### src/shared/lane_health_pkg.sv
// Package: register map, field layouts and carriers of the lane link status bank
package lane_health_pkg;

  // ----------------------------------------
  // Widths
  // ----------------------------------------
  localparam int unsigned ADR_W = 14;
  localparam int unsigned DAT_W = 32;
  localparam int unsigned IDX_W = 12;
  localparam int unsigned SEL_W = 4;
  localparam int unsigned CNT_W = 8;
  localparam int unsigned BYTE_W = 8;
  localparam int unsigned LINK_NUM = 2;
  localparam int unsigned PAGE_W = 1;
  localparam int unsigned EVT_W = 11;

  // ----------------------------------------
  // Register indices, byte address is four times the index
  // ----------------------------------------
  localparam logic [IDX_W-1:0] IDX_PAGE = 12'h0300;
  localparam logic [IDX_W-1:0] IDX_LANE_ONE = 12'h04b1;
  localparam logic [IDX_W-1:0] IDX_LANE_TWO = 12'h04b2;
  localparam logic [IDX_W-1:0] IDX_EVT_STATUS = 12'h04c0;
  localparam logic [IDX_W-1:0] IDX_EVT_CLEAR = 12'h04c1;
  localparam logic [IDX_W-1:0] IDX_EVT_ENABLE = 12'h04c2;

  // ----------------------------------------
  // Reset values
  // ----------------------------------------
  localparam logic [BYTE_W-1:0] RST_STATUS = 8'h00;
  localparam logic [PAGE_W-1:0] RST_PAGE = 1'h0;
  localparam logic [EVT_W-1:0] RST_EVT = 11'h000;
  localparam logic [DAT_W-1:0] RST_DATA = 32'h0000_0000;

  // ----------------------------------------
  // Live lane state from the receiver, one set per link
  // ----------------------------------------
  typedef struct packed {
    logic [CNT_W-1:0] disparityCnt;
    logic [CNT_W-1:0] tableMissCnt;
    logic [CNT_W-1:0] badCtrlCnt;
    logic deskewDone;
    logic initialSyncOk;
    logic configSumOk;
    logic frameLock;
    logic charGroupLock;
  } lane_two_live_s;

  typedef struct packed {
    logic configSumOk;
    logic frameLock;
    logic charGroupLock;
  } lane_one_live_s;

  typedef struct packed {
    lane_one_live_s laneOne;
    lane_two_live_s laneTwo;
  } link_live_s;

  // ----------------------------------------
  // Status byte layouts, bit 7 first
  // ----------------------------------------
  typedef struct packed {
    logic disparityErr;
    logic tableMissErr;
    logic badControlCharErr;
    logic deskewDone;
    logic initialSyncOk;
    logic configSumOk;
    logic frameLock;
    logic charGroupLock;
  } lane_two_byte_s;

  typedef struct packed {
    logic [4:0] unused;
    logic configSumOk;
    logic frameLock;
    logic charGroupLock;
  } lane_one_byte_s;

  // Event bits: lane-one byte low three bits above the lane-two byte
  typedef struct packed {
    logic [2:0] laneOne;
    logic [BYTE_W-1:0] laneTwo;
  } event_vec_s;

endpackage

### src/design/lane_error_compare.sv
// Threshold comparison of the three lane error counts
`timescale 1ns/100ps
module lane_error_compare #(
  parameter int unsigned CNT_W = 8
) (
  // Counts
  input wire logic [CNT_W-1:0] disparityCnt,
  input wire logic [CNT_W-1:0] tableMissCnt,
  input wire logic [CNT_W-1:0] badCtrlCnt,
  // Threshold
  input wire logic [CNT_W-1:0] errorCountThreshold,
  // Flags
  output logic disparityErr,
  output logic tableMissErr,
  output logic badControlCharErr
);

  // ----------------------------------------
  // At or above the threshold flags the error
  // ----------------------------------------
  assign disparityErr = (disparityCnt >= errorCountThreshold);
  assign tableMissErr = (tableMissCnt >= errorCountThreshold);
  assign badControlCharErr = (badCtrlCnt >= errorCountThreshold);

endmodule

### src/design/serial_lane_link_status.sv
// Paged lane link status registers with a classic Wishbone slave
//
// Overview of operation
// Lane-two bit 7: disparity count at/above threshold.
// Lane-two bit 6: table-miss count at/above threshold.
// Lane-two bit 5: bad control count at/above threshold.
// Lane-two bit 4: one when deskew achieved.
// Lane-two bit 3: one while initial sync held.
// Lane-two bit 2: one when config checksum correct.
// Lane-two bit 1: one while frame sync held.
// Lane-two bit 0: one while code group sync.
// Lane-one bits 2..0: checksum, frame, code group.
// Read-only, reset zero, paged by link select.
// Writes ignored; bits track live state continuously.
`timescale 1ns/100ps
module serial_lane_link_status #(
  parameter int unsigned LINK_NUM = lane_health_pkg::LINK_NUM,
  parameter int unsigned CNT_W = lane_health_pkg::CNT_W
) (
  // Clock and reset
  input wire logic ref_clk,
  input wire logic srst,
  // Wishbone slave
  input wire logic wb_cyc_i,
  input wire logic wb_stb_i,
  input wire logic wb_we_i,
  input wire logic [lane_health_pkg::SEL_W-1:0] wb_sel_i,
  input wire logic [lane_health_pkg::ADR_W-1:0] wb_adr_i,
  input wire logic [lane_health_pkg::DAT_W-1:0] wb_dat_i,
  output logic wb_ack_o,
  output logic [lane_health_pkg::DAT_W-1:0] wb_dat_o,
  // Live receiver state, one set per link
  input wire lane_health_pkg::link_live_s linkLive [LINK_NUM],
  // Error threshold from the threshold register
  input wire logic [CNT_W-1:0] errorCountThreshold,
  // Interrupt
  output logic irq
);

  // ----------------------------------------
  // Declarations
  // ----------------------------------------
  lane_health_pkg::lane_two_byte_s linkTwoByte [LINK_NUM];
  lane_health_pkg::lane_one_byte_s linkOneByte [LINK_NUM];

  lane_health_pkg::lane_two_byte_s laneTwoSel;
  lane_health_pkg::lane_one_byte_s laneOneSel;

  logic [lane_health_pkg::BYTE_W-1:0] laneTwoHealth_reg;
  logic [lane_health_pkg::BYTE_W-1:0] laneTwoHealth_next;
  logic [lane_health_pkg::BYTE_W-1:0] laneOneHealth_reg;
  logic [lane_health_pkg::BYTE_W-1:0] laneOneHealth_next;

  logic [lane_health_pkg::PAGE_W-1:0] linkPage_reg;
  logic [lane_health_pkg::PAGE_W-1:0] linkPage_next;

  logic [lane_health_pkg::EVT_W-1:0] evtStatus_reg;
  logic [lane_health_pkg::EVT_W-1:0] evtStatus_next;
  logic [lane_health_pkg::EVT_W-1:0] evtEnable_reg;
  logic [lane_health_pkg::EVT_W-1:0] evtEnable_next;

  logic ack_reg;
  logic ack_next;
  logic [lane_health_pkg::DAT_W-1:0] rdData_reg;
  logic [lane_health_pkg::DAT_W-1:0] rdData_next;
  logic irq_reg;
  logic irq_next;
  logic statusValid_reg;

  // ----------------------------------------
  // Per-link status byte assembly
  // ----------------------------------------
  for (genvar gLink = 0; gLink < LINK_NUM; gLink++) begin : gen_link
    lane_error_compare #(
      .CNT_W(CNT_W)
    ) lane_error_compare_inst (
      .disparityCnt(linkLive[gLink].laneTwo.disparityCnt),
      .tableMissCnt(linkLive[gLink].laneTwo.tableMissCnt),
      .badCtrlCnt(linkLive[gLink].laneTwo.badCtrlCnt),
      .errorCountThreshold(errorCountThreshold),
      .disparityErr(linkTwoByte[gLink].disparityErr),
      .tableMissErr(linkTwoByte[gLink].tableMissErr),
      .badControlCharErr(linkTwoByte[gLink].badControlCharErr)
    );

    assign linkTwoByte[gLink].deskewDone = linkLive[gLink].laneTwo.deskewDone;
    assign linkTwoByte[gLink].initialSyncOk = linkLive[gLink].laneTwo.initialSyncOk;
    assign linkTwoByte[gLink].configSumOk = linkLive[gLink].laneTwo.configSumOk;
    assign linkTwoByte[gLink].frameLock = linkLive[gLink].laneTwo.frameLock;
    assign linkTwoByte[gLink].charGroupLock = linkLive[gLink].laneTwo.charGroupLock;

    // Lane one carries only the three sync and checksum indications here
    assign linkOneByte[gLink].unused = '0;
    assign linkOneByte[gLink].configSumOk = linkLive[gLink].laneOne.configSumOk;
    assign linkOneByte[gLink].frameLock = linkLive[gLink].laneOne.frameLock;
    assign linkOneByte[gLink].charGroupLock = linkLive[gLink].laneOne.charGroupLock;
  end

  // ----------------------------------------
  // Page selection
  // ----------------------------------------
  // A page beyond the built links shows all zero rather than aliasing another link
  wire pageInRange = (32'(linkPage_reg) < LINK_NUM);

  assign laneTwoSel = pageInRange ? linkTwoByte[linkPage_reg] : '0;
  assign laneOneSel = pageInRange ? linkOneByte[linkPage_reg] : '0;

  // Status bytes are resampled every cycle, never held from the past
  assign laneTwoHealth_next = laneTwoSel;
  assign laneOneHealth_next = laneOneSel;

  // ----------------------------------------
  // Bus decode
  // ----------------------------------------
  wire [lane_health_pkg::IDX_W-1:0] regIdx = wb_adr_i[lane_health_pkg::ADR_W-1:2];
  wire busReq = wb_cyc_i & wb_stb_i & ~ack_reg;
  wire busWrite = busReq & wb_we_i;
  wire lowLane = wb_sel_i[0];

  wire hitPage = (regIdx == lane_health_pkg::IDX_PAGE);
  wire hitLaneOne = (regIdx == lane_health_pkg::IDX_LANE_ONE);
  wire hitLaneTwo = (regIdx == lane_health_pkg::IDX_LANE_TWO);
  wire hitEvtStatus = (regIdx == lane_health_pkg::IDX_EVT_STATUS);
  wire hitEvtClear = (regIdx == lane_health_pkg::IDX_EVT_CLEAR);
  wire hitEvtEnable = (regIdx == lane_health_pkg::IDX_EVT_ENABLE);

  wire wrPage = busWrite & hitPage & lowLane;
  wire wrEvtClear = busWrite & hitEvtClear;
  wire wrEvtEnable = busWrite & hitEvtEnable;

  // Event registers span two byte lanes
  wire [lane_health_pkg::EVT_W-1:0] evtLaneMask = {
    {(lane_health_pkg::EVT_W - lane_health_pkg::BYTE_W){wb_sel_i[1]}},
    {lane_health_pkg::BYTE_W{wb_sel_i[0]}}
  };
  wire [lane_health_pkg::EVT_W-1:0] evtWrData = wb_dat_i[lane_health_pkg::EVT_W-1:0];

  // ----------------------------------------
  // Page register
  // ----------------------------------------
  assign linkPage_next = wrPage ? wb_dat_i[lane_health_pkg::PAGE_W-1:0] : linkPage_reg;

  // ----------------------------------------
  // Events
  // ----------------------------------------
  // A change of any status bit is an event; changes caused by a page switch count too
  wire [lane_health_pkg::EVT_W-1:0] liveVec = lane_health_pkg::event_vec_s'({
    laneOneHealth_reg[2:0],
    laneTwoHealth_reg
  });
  wire [lane_health_pkg::EVT_W-1:0] nextVec = lane_health_pkg::event_vec_s'({
    laneOneHealth_next[2:0],
    laneTwoHealth_next
  });
  // The first sample after reset is not compared against the reset zero; events start once valid
  wire [lane_health_pkg::EVT_W-1:0] evtHit = statusValid_reg ? (liveVec ^ nextVec) : '0;

  wire [lane_health_pkg::EVT_W-1:0] evtClearMask = wrEvtClear ? (evtWrData & evtLaneMask) : '0;

  // Set wins over a clear landing in the same cycle
  assign evtStatus_next = (evtStatus_reg & ~evtClearMask) | evtHit;

  assign evtEnable_next = wrEvtEnable ?
    ((evtEnable_reg & ~evtLaneMask) | (evtWrData & evtLaneMask)) : evtEnable_reg;

  assign irq_next = |(evtStatus_next & evtEnable_next);

  // ----------------------------------------
  // Read data and acknowledge
  // ----------------------------------------
  wire [lane_health_pkg::DAT_W-1:0] rdLaneTwo = lane_health_pkg::DAT_W'(laneTwoHealth_reg);
  wire [lane_health_pkg::DAT_W-1:0] rdLaneOne = lane_health_pkg::DAT_W'(laneOneHealth_reg);
  wire [lane_health_pkg::DAT_W-1:0] rdPage = lane_health_pkg::DAT_W'(linkPage_reg);
  wire [lane_health_pkg::DAT_W-1:0] rdEvtStatus = lane_health_pkg::DAT_W'(evtStatus_reg);
  wire [lane_health_pkg::DAT_W-1:0] rdEvtEnable = lane_health_pkg::DAT_W'(evtEnable_reg);

  // Status bytes accept writes on the bus but keep their live value
  wire [lane_health_pkg::DAT_W-1:0] rdMux =
    hitLaneTwo ? rdLaneTwo :
    hitLaneOne ? rdLaneOne :
    hitPage ? rdPage :
    hitEvtStatus ? rdEvtStatus :
    hitEvtEnable ? rdEvtEnable :
    lane_health_pkg::RST_DATA;

  // Unmapped and write-only addresses read as zero and are still acknowledged
  assign ack_next = busReq;
  assign rdData_next = (busReq & ~wb_we_i) ? rdMux : lane_health_pkg::RST_DATA;

  // ----------------------------------------
  // Status byte registers
  // ----------------------------------------
  always_ff @(posedge ref_clk) begin
    if (srst) begin
      laneTwoHealth_reg <= lane_health_pkg::RST_STATUS;
      laneOneHealth_reg <= lane_health_pkg::RST_STATUS;
      statusValid_reg <= 1'b0;
    end else begin
      laneTwoHealth_reg <= laneTwoHealth_next;
      laneOneHealth_reg <= laneOneHealth_next;
      statusValid_reg <= 1'b1;
    end
  end

  // ----------------------------------------
  // Control registers
  // ----------------------------------------
  always_ff @(posedge ref_clk) begin
    if (srst) begin
      linkPage_reg <= lane_health_pkg::RST_PAGE;
      evtStatus_reg <= lane_health_pkg::RST_EVT;
      evtEnable_reg <= lane_health_pkg::RST_EVT;
      irq_reg <= 1'b0;
    end else begin
      linkPage_reg <= linkPage_next;
      evtStatus_reg <= evtStatus_next;
      evtEnable_reg <= evtEnable_next;
      irq_reg <= irq_next;
    end
  end

  // ----------------------------------------
  // Bus answer registers
  // ----------------------------------------
  always_ff @(posedge ref_clk) begin
    if (srst) begin
      ack_reg <= 1'b0;
      rdData_reg <= lane_health_pkg::RST_DATA;
    end else begin
      ack_reg <= ack_next;
      rdData_reg <= rdData_next;
    end
  end

  // ----------------------------------------
  // Outputs
  // ----------------------------------------
  assign wb_ack_o = ack_reg;
  assign wb_dat_o = rdData_reg;
  assign irq = irq_reg;

endmodule

### config.mk
export PLATFORM = sky130hd
export DESIGN_NAME = serial_lane_link_status
export DESIGN_NICKNAME = d
export VERILOG_FILES = /design/src/shared/lane_health_pkg.sv /design/src/design/lane_error_compare.sv /design/src/design/serial_lane_link_status.sv
export SDC_FILE = /design/constraint.sdc
export NUM_CORES = 1
export LEC_CHECK = 0
export ABC_AREA = 0
export BUFFER_PORTS_ARGS = -buffer_cell sky130_fd_sc_hd__buf_2
export CORE_AREA = 5 5 91 93
export DETAILED_ROUTE_END_ITERATION = 8
export DIE_AREA = 0 0 96 98
export HOLD_SLACK_MARGIN = 0.06
export PLACE_DENSITY = 0.79
export SLEW_MARGIN = 0
export SYNTH_ARGS = -nofsm -noshare
export SYNTH_HDL_FRONTEND = slang
export SYNTH_SLANG_ARGS = --single-unit
### constraint.sdc
create_clock -name ref_clk -period 2.7 [get_ports ref_clk]
set_input_delay 0.54 -clock ref_clk [delete_from_list [all_inputs] [get_ports ref_clk]]
set_output_delay 0.54 -clock ref_clk [all_outputs]
set_load 0.1 [all_outputs]
[Word-level counts from Yosys, hierarchy flattened]
Cells that the tools add are included.
Cells by class
  order comparisons: 7
  eq/ne operators: 6
  multiplexer cells: 15
  bitwise operators: 21
  reductions and logical operators: 4
Operators by type and width (number)
  8-bit two-way mux: 8
  12-bit by 11-bit == test with 1-bit output, second input constant: 5
  11-bit two-way mux: 5
  8-bit greater-or-equal comparator: 6
  11-bit AND: 4
  11-bit NOT: 2
  11-bit bitwise OR: 2
  12-bit by 10-bit == test with 1-bit output, second input constant: 1
  11-bit OR reduction: 1
  11-bit bitwise XOR: 1
  1-bit AND: 8
  6-bit OR reduction: 1
  5-bit OR reduction: 1
  3-bit two-way mux: 1
  1-bit NOT: 3
  2-bit greater-or-equal comparator, second input constant: 1
  1-bit NOT with 2-bit output: 1
  2-bit OR reduction: 1
  1-bit two-way mux: 1
Word-level totals
  register bits after elaboration: 74
  output and inout bits: 34
  logic and storage cells: 64

[Longest topological paths before layout]
  word-level depth: 10
  depth in mapped cells: 9

[Hierarchy]
From an unflattened synthesis, not the netlist that was laid out.
Unflattened totals
  cell total of the unflattened synthesis: 388
  area, all modules: 3458.3 um2
By module, submodules not included
  serial_lane_link_status: instances 1, cells an instance 266, area an instance 2377.3 um2, sequential area each 960.9 um2
  lane_error_compare: instances 2, cells an instance 61, area an instance 540.5 um2, sequential area each 0.0 um2

[Worst setup path before layout]
No wires, ideal clock.
  kind: register to register
  start point: register ack_reg, in the netlist wb_ack_o
  end point: register irq_reg, in the netlist irq
  setup time: 0.137 ns
  arrival time: 2.309 ns
  path slack: 0.254 ns
  cell stages (with the launch flop): 9
  buffers on the path: 1
  period minus slack after synthesis: 2.446 ns
  path through: dfxtp_1 -> and4b_1 -> nand2_1 -> or2_1 -> buf_6 -> a221oi_2 -> o22ai_1 -> o41ai_2 -> o2111ai_1
On the way
  word-level cells in the longest chain between the ends: 10
  elaborated cells on any way between the ends: 12
Ends and longest elaborated chain
  from (decl): line serial_lane_link_status.sv:62  | logic ack_reg;
  from (signal assigned): line serial_lane_link_status.sv:230  | ack_reg <= ack_next;
  1-bit NOT (*): line serial_lane_link_status.sv:116  | wire busReq = wb_cyc_i & wb_stb_i & ~ack_reg;
  1-bit AND (*): line serial_lane_link_status.sv:116
  1-bit AND (*): line serial_lane_link_status.sv:117  | wire busWrite = busReq & wb_we_i;
  1-bit AND: line serial_lane_link_status.sv:128  | wire wrEvtClear = busWrite & hitEvtClear;
  11-bit two-way mux: line serial_lane_link_status.sv:158  | wire [lane_health_pkg::EVT_W-1:0] evtClearMask = wrEvtClear ? (evtWrData & evtLaneMask) : '0;
  11-bit NOT: line serial_lane_link_status.sv:161  | assign evtStatus_next = (evtStatus_reg & ~evtClearMask) | evtHit;
  11-bit AND: line serial_lane_link_status.sv:161
  11-bit bitwise OR: line serial_lane_link_status.sv:161
  11-bit AND (*): line serial_lane_link_status.sv:166  | assign irq_next = |(evtStatus_next & evtEnable_next);
  11-bit OR reduction (*): line serial_lane_link_status.sv:166
  to (signal assigned): line serial_lane_link_status.sv:218  | irq_reg <= irq_next;
  to (decl): line serial_lane_link_status.sv:66  | logic irq_reg;
Every way passes the cells marked *; elsewhere a longest branch is shown, timed or not.
A chain may end at the register's enable or synchronous reset.

[Worst setup path in the final report]
  start point: input port linkLive[45] (netlist bit)
  end point: register irq_reg, in the netlist irq
On the way
  word-level cells in the longest chain between the ends: 9
Ends and longest elaborated chain
  from (decl): line serial_lane_link_status.sv:33  | input wire lane_health_pkg::link_live_s linkLive [LINK_NUM],
  8-bit greater-or-equal comparator: line lane_error_compare.sv:22  | assign tableMissErr = (tableMissCnt >= errorCountThreshold);
  8-bit two-way mux (implied by the code) (3 in a row): line serial_lane_link_status.sv:105  | assign laneTwoSel = pageInRange ? linkTwoByte[linkPage_reg] : '0;
  11-bit bitwise XOR: line serial_lane_link_status.sv:156  | wire [lane_health_pkg::EVT_W-1:0] evtHit = statusValid_reg ? (liveVec ^ nextVec) : '0;
  11-bit two-way mux: line serial_lane_link_status.sv:156
  11-bit bitwise OR: line serial_lane_link_status.sv:161
  11-bit AND: line serial_lane_link_status.sv:166
  11-bit OR reduction: line serial_lane_link_status.sv:166
Every way passes these cells. The select of a mux whose other input is x is not followed.

==> impl_metrics.yaml <==
outcome:
  status: "finished clean"
yosys:
  synth_ff_type: "dfxtp_1"
  async_reset_ff_share_pct: 0
  ys_types: 56
  synth_area_per_cell_sq_um: 8.90
  ys_warn_count: 0
  syn_inst: 377
  synth_seq_area_share_pct: 28.6
  synth_top_area_cell: "dfxtp_1"
  synth_commonest_cells: "48 x dfxtp_1, 48 x ha_1, 43 x nor2_1"
  synth_area_leaders: "dfxtp_1 29%, ha_1 18%, mux2i_1 5.7%"
  synth_edf_count: 0
  synth_area_sq_um: 3360
  netlist.area_leader.share_pct: 28.6
  yosys_register_bits: 48
clock_network:
  ctsHtreeMaxLevel: 2
  cts_tree: "done"
  cts_buffer_depth: 2
  clock-sinks: 48
  clkSlewWorstSetupHoldPaths_ns: 0.09
  cts_made_buffers: 5
  clk_latency_ns: 0.30
  holdBufCountCts: 0
  cts_resized: 0
  clock-root-buffer: "clkbuf_8"
  cts_setup_buffers: 0
sta:
  fin_crit_sh_pct: 90.1
  relSlewSlack_pct: 59.3
  fmax_mhz: 411
  period_minus_slack_ns: 2.43
  finalSetupTns_ns: 0
  finClkSkew_ns: 0.00194
  setup_violations: 0
  rsz0062_at_grt: "false"
  tightest_slew_ns: 0.610
  final-max-slew-violation-count: 0
  hold_viol: 0
min_path:
  min_path_type: "in -> reg"
  worstHoldPathCells: 2
  whs_endpoint: "wb_ack_o"
  hp-start: "srst"
worst_setup_path:
  reg2reg_depth: 7
  cp.arrival_ns: 2.61
  path_class: "in -> reg"
  end_kind: "flop"
  worstReg2RegEnd: "irq"
  critPathRequiredTime_ns: 2.88
  reg2reg_setup_slack_ns: 0.39
  worstSetupStartpointType: "input pin"
  reg2reg_from: "linkPage_reg"
  crit_fanout: 3
placed_design:
  port_buffers: 114
  dp_hpwl_um: 7260
  place.gp.congestion: 0.892
  dpl_cell_area_sq_um: 4020
finish:
  antennaDiodeCount: 0
  fin_area_sq_um: 4140
  nNetsFinal: 675
  area_growth_syn_to_layout_pct: 23.5
  multi_input_area_sq_um: 2190
  layout-drive-gt1-share_pct: 29.5
  nFillCells: 700
  final-seq-area_sq_um: 961
grt:
  grt_remaining_overflow: 0
  grt_max_degree: 30
  grt.total_usage_pct: 18.6
  grt_pass1_vias: 3217
  antenna_found_initial: 0
  grt_pass1_wl_um: 14000
route:
  antenna_left: 0
  drtIter0Drc: 144
  routedWlPerCell_um: 14.4
  drtPass1Iterations: 7
  drc_errors: 0
  routed_wl_um: 8650
  num_vias: 3093
  vias_per_cell: 5.13
die:
  die_h_um: 98
  rows: 32
  die_x_um: 96
  io_pins: 161
  dieArea_sq_um: 9410
  core_sq_um: 7450
  start_util_pct: 45.1
pwr:
  internal-power_mw: 1.21
  p_sw_share_pct: 31.5
  vdd_drop_max_v: 0.000197
  combPwrFrac_pct: 26.2
  pwr-share-clk_pct: 30.8
  power.density_nw_per_um2: 427
  switching_power_mw: 0.558
  power_mw: 1.77
  cellLeakagePower_nw: 1.96
  p_seq_share_pct: 43.0
run:
  maxCapViolations: 0
-- cells by family after synthesis --
kind of cell             share of synthesized area (%)
multiplexers                                      6.34
other                                            0.112
XOR/XNOR                                          2.35
buffers and inverters                             8.31
adder cells (fa/ha/maj)                           17.9
flip-flops                                        28.6
AO/OA/AOI/OAI                                     16.7
AND/OR/NAND/NOR                                   19.6
-- final cells by class --
| cell class | instances | share of cell area (%) |
|---|---|---|
| Multi-Input combinational cell | 299 | 52.9 |
| Clock inverter | 2 | 0.936 |
| Timing Repair Buffer | 128 | 16.3 |
| Inverter | 18 | 1.63 |
| Sequential cell | 48 | 23.2 |
| Clock buffer | 6 | 1.99 |
| Tap cell | 102 | 3.08 |
-- critical path: stages --
cell and delay, ns:
buf_2 0.08, inv_1 0.03, ha_1 0.27, nand2b_1 0.13, a2111oi_0 0.42, nor4_1 0.13, or4_1 0.53, o2111a_1 0.15
o21ai_0 0.20, o2111ai_1 0.13
-- through the flow --
stage / worst slack (ns) / cells / hold slack [ns] / util, %
finish: 0.267 / 603 / 0.420 / 55.6
detailed placement: -0.0513 / 595 / 0.446 / 54.0
floorplan: 0.254 / 397 / 0.431 / -
CTS: 0.244 / 603 / 0.418 / 55.6
global route: 0.0834 / 603 / 0.434 / 55.6
global placement: -0.0687 / 595 / 0.440 / 54.0
-- power by group through the flow --
| stage | registers (mW) | clock network, mW | logic [mW] |
|---|---|---|---|
| 6_report | 0.761 | 0.546 | 0.463 |
| 5_1_grt | 0.765 | 0.580 | 0.514 |
| 4_1_cts | 0.760 | 0.556 | 0.466 |
| 3_5_place_dp | 0.777 | 0 | 0.462 |
| 3_3_place_gp | 0.776 | 0 | 0.449 |
| 2_1_floorplan | 0.774 | 0 | 0.347 |
-- cells in the final DEF (no fill, tap or decap), drive strengths merged, types with 9 or more instances in the layout --
cell type	n
a22oi	14
and2	9
buf	128
conb	21
dfxtp	48
ha	48
inv	18
mux2i	19
nand2	19
nor2	43
nor2b	13
o21ai	16
-- layer usage --
layer	global-route usage [%]	up-vias	part of all wire (%)
li1	-	1566	-
met5	0	-	0
met3	4.24	17	10
met1	21.2	1369	39
met4	5.80	0	2.1
met2	33.8	141	49
-- worst max-delay path by stage --
stage	to	cells after the start	slack [ns]	from
after floorplan	irq	8	0.25	wb_ack_o
after global placement	irq	10	-0.07	linkLive[45]
after detailed placement	irq	10	-0.05	linkLive[45]
after CTS	irq	10	0.24	linkLive[45]
after global routing	irq	10	0.08	linkLive[45]
final	irq	10	0.27	linkLive[45]
(Power assumes the default switching activity.)
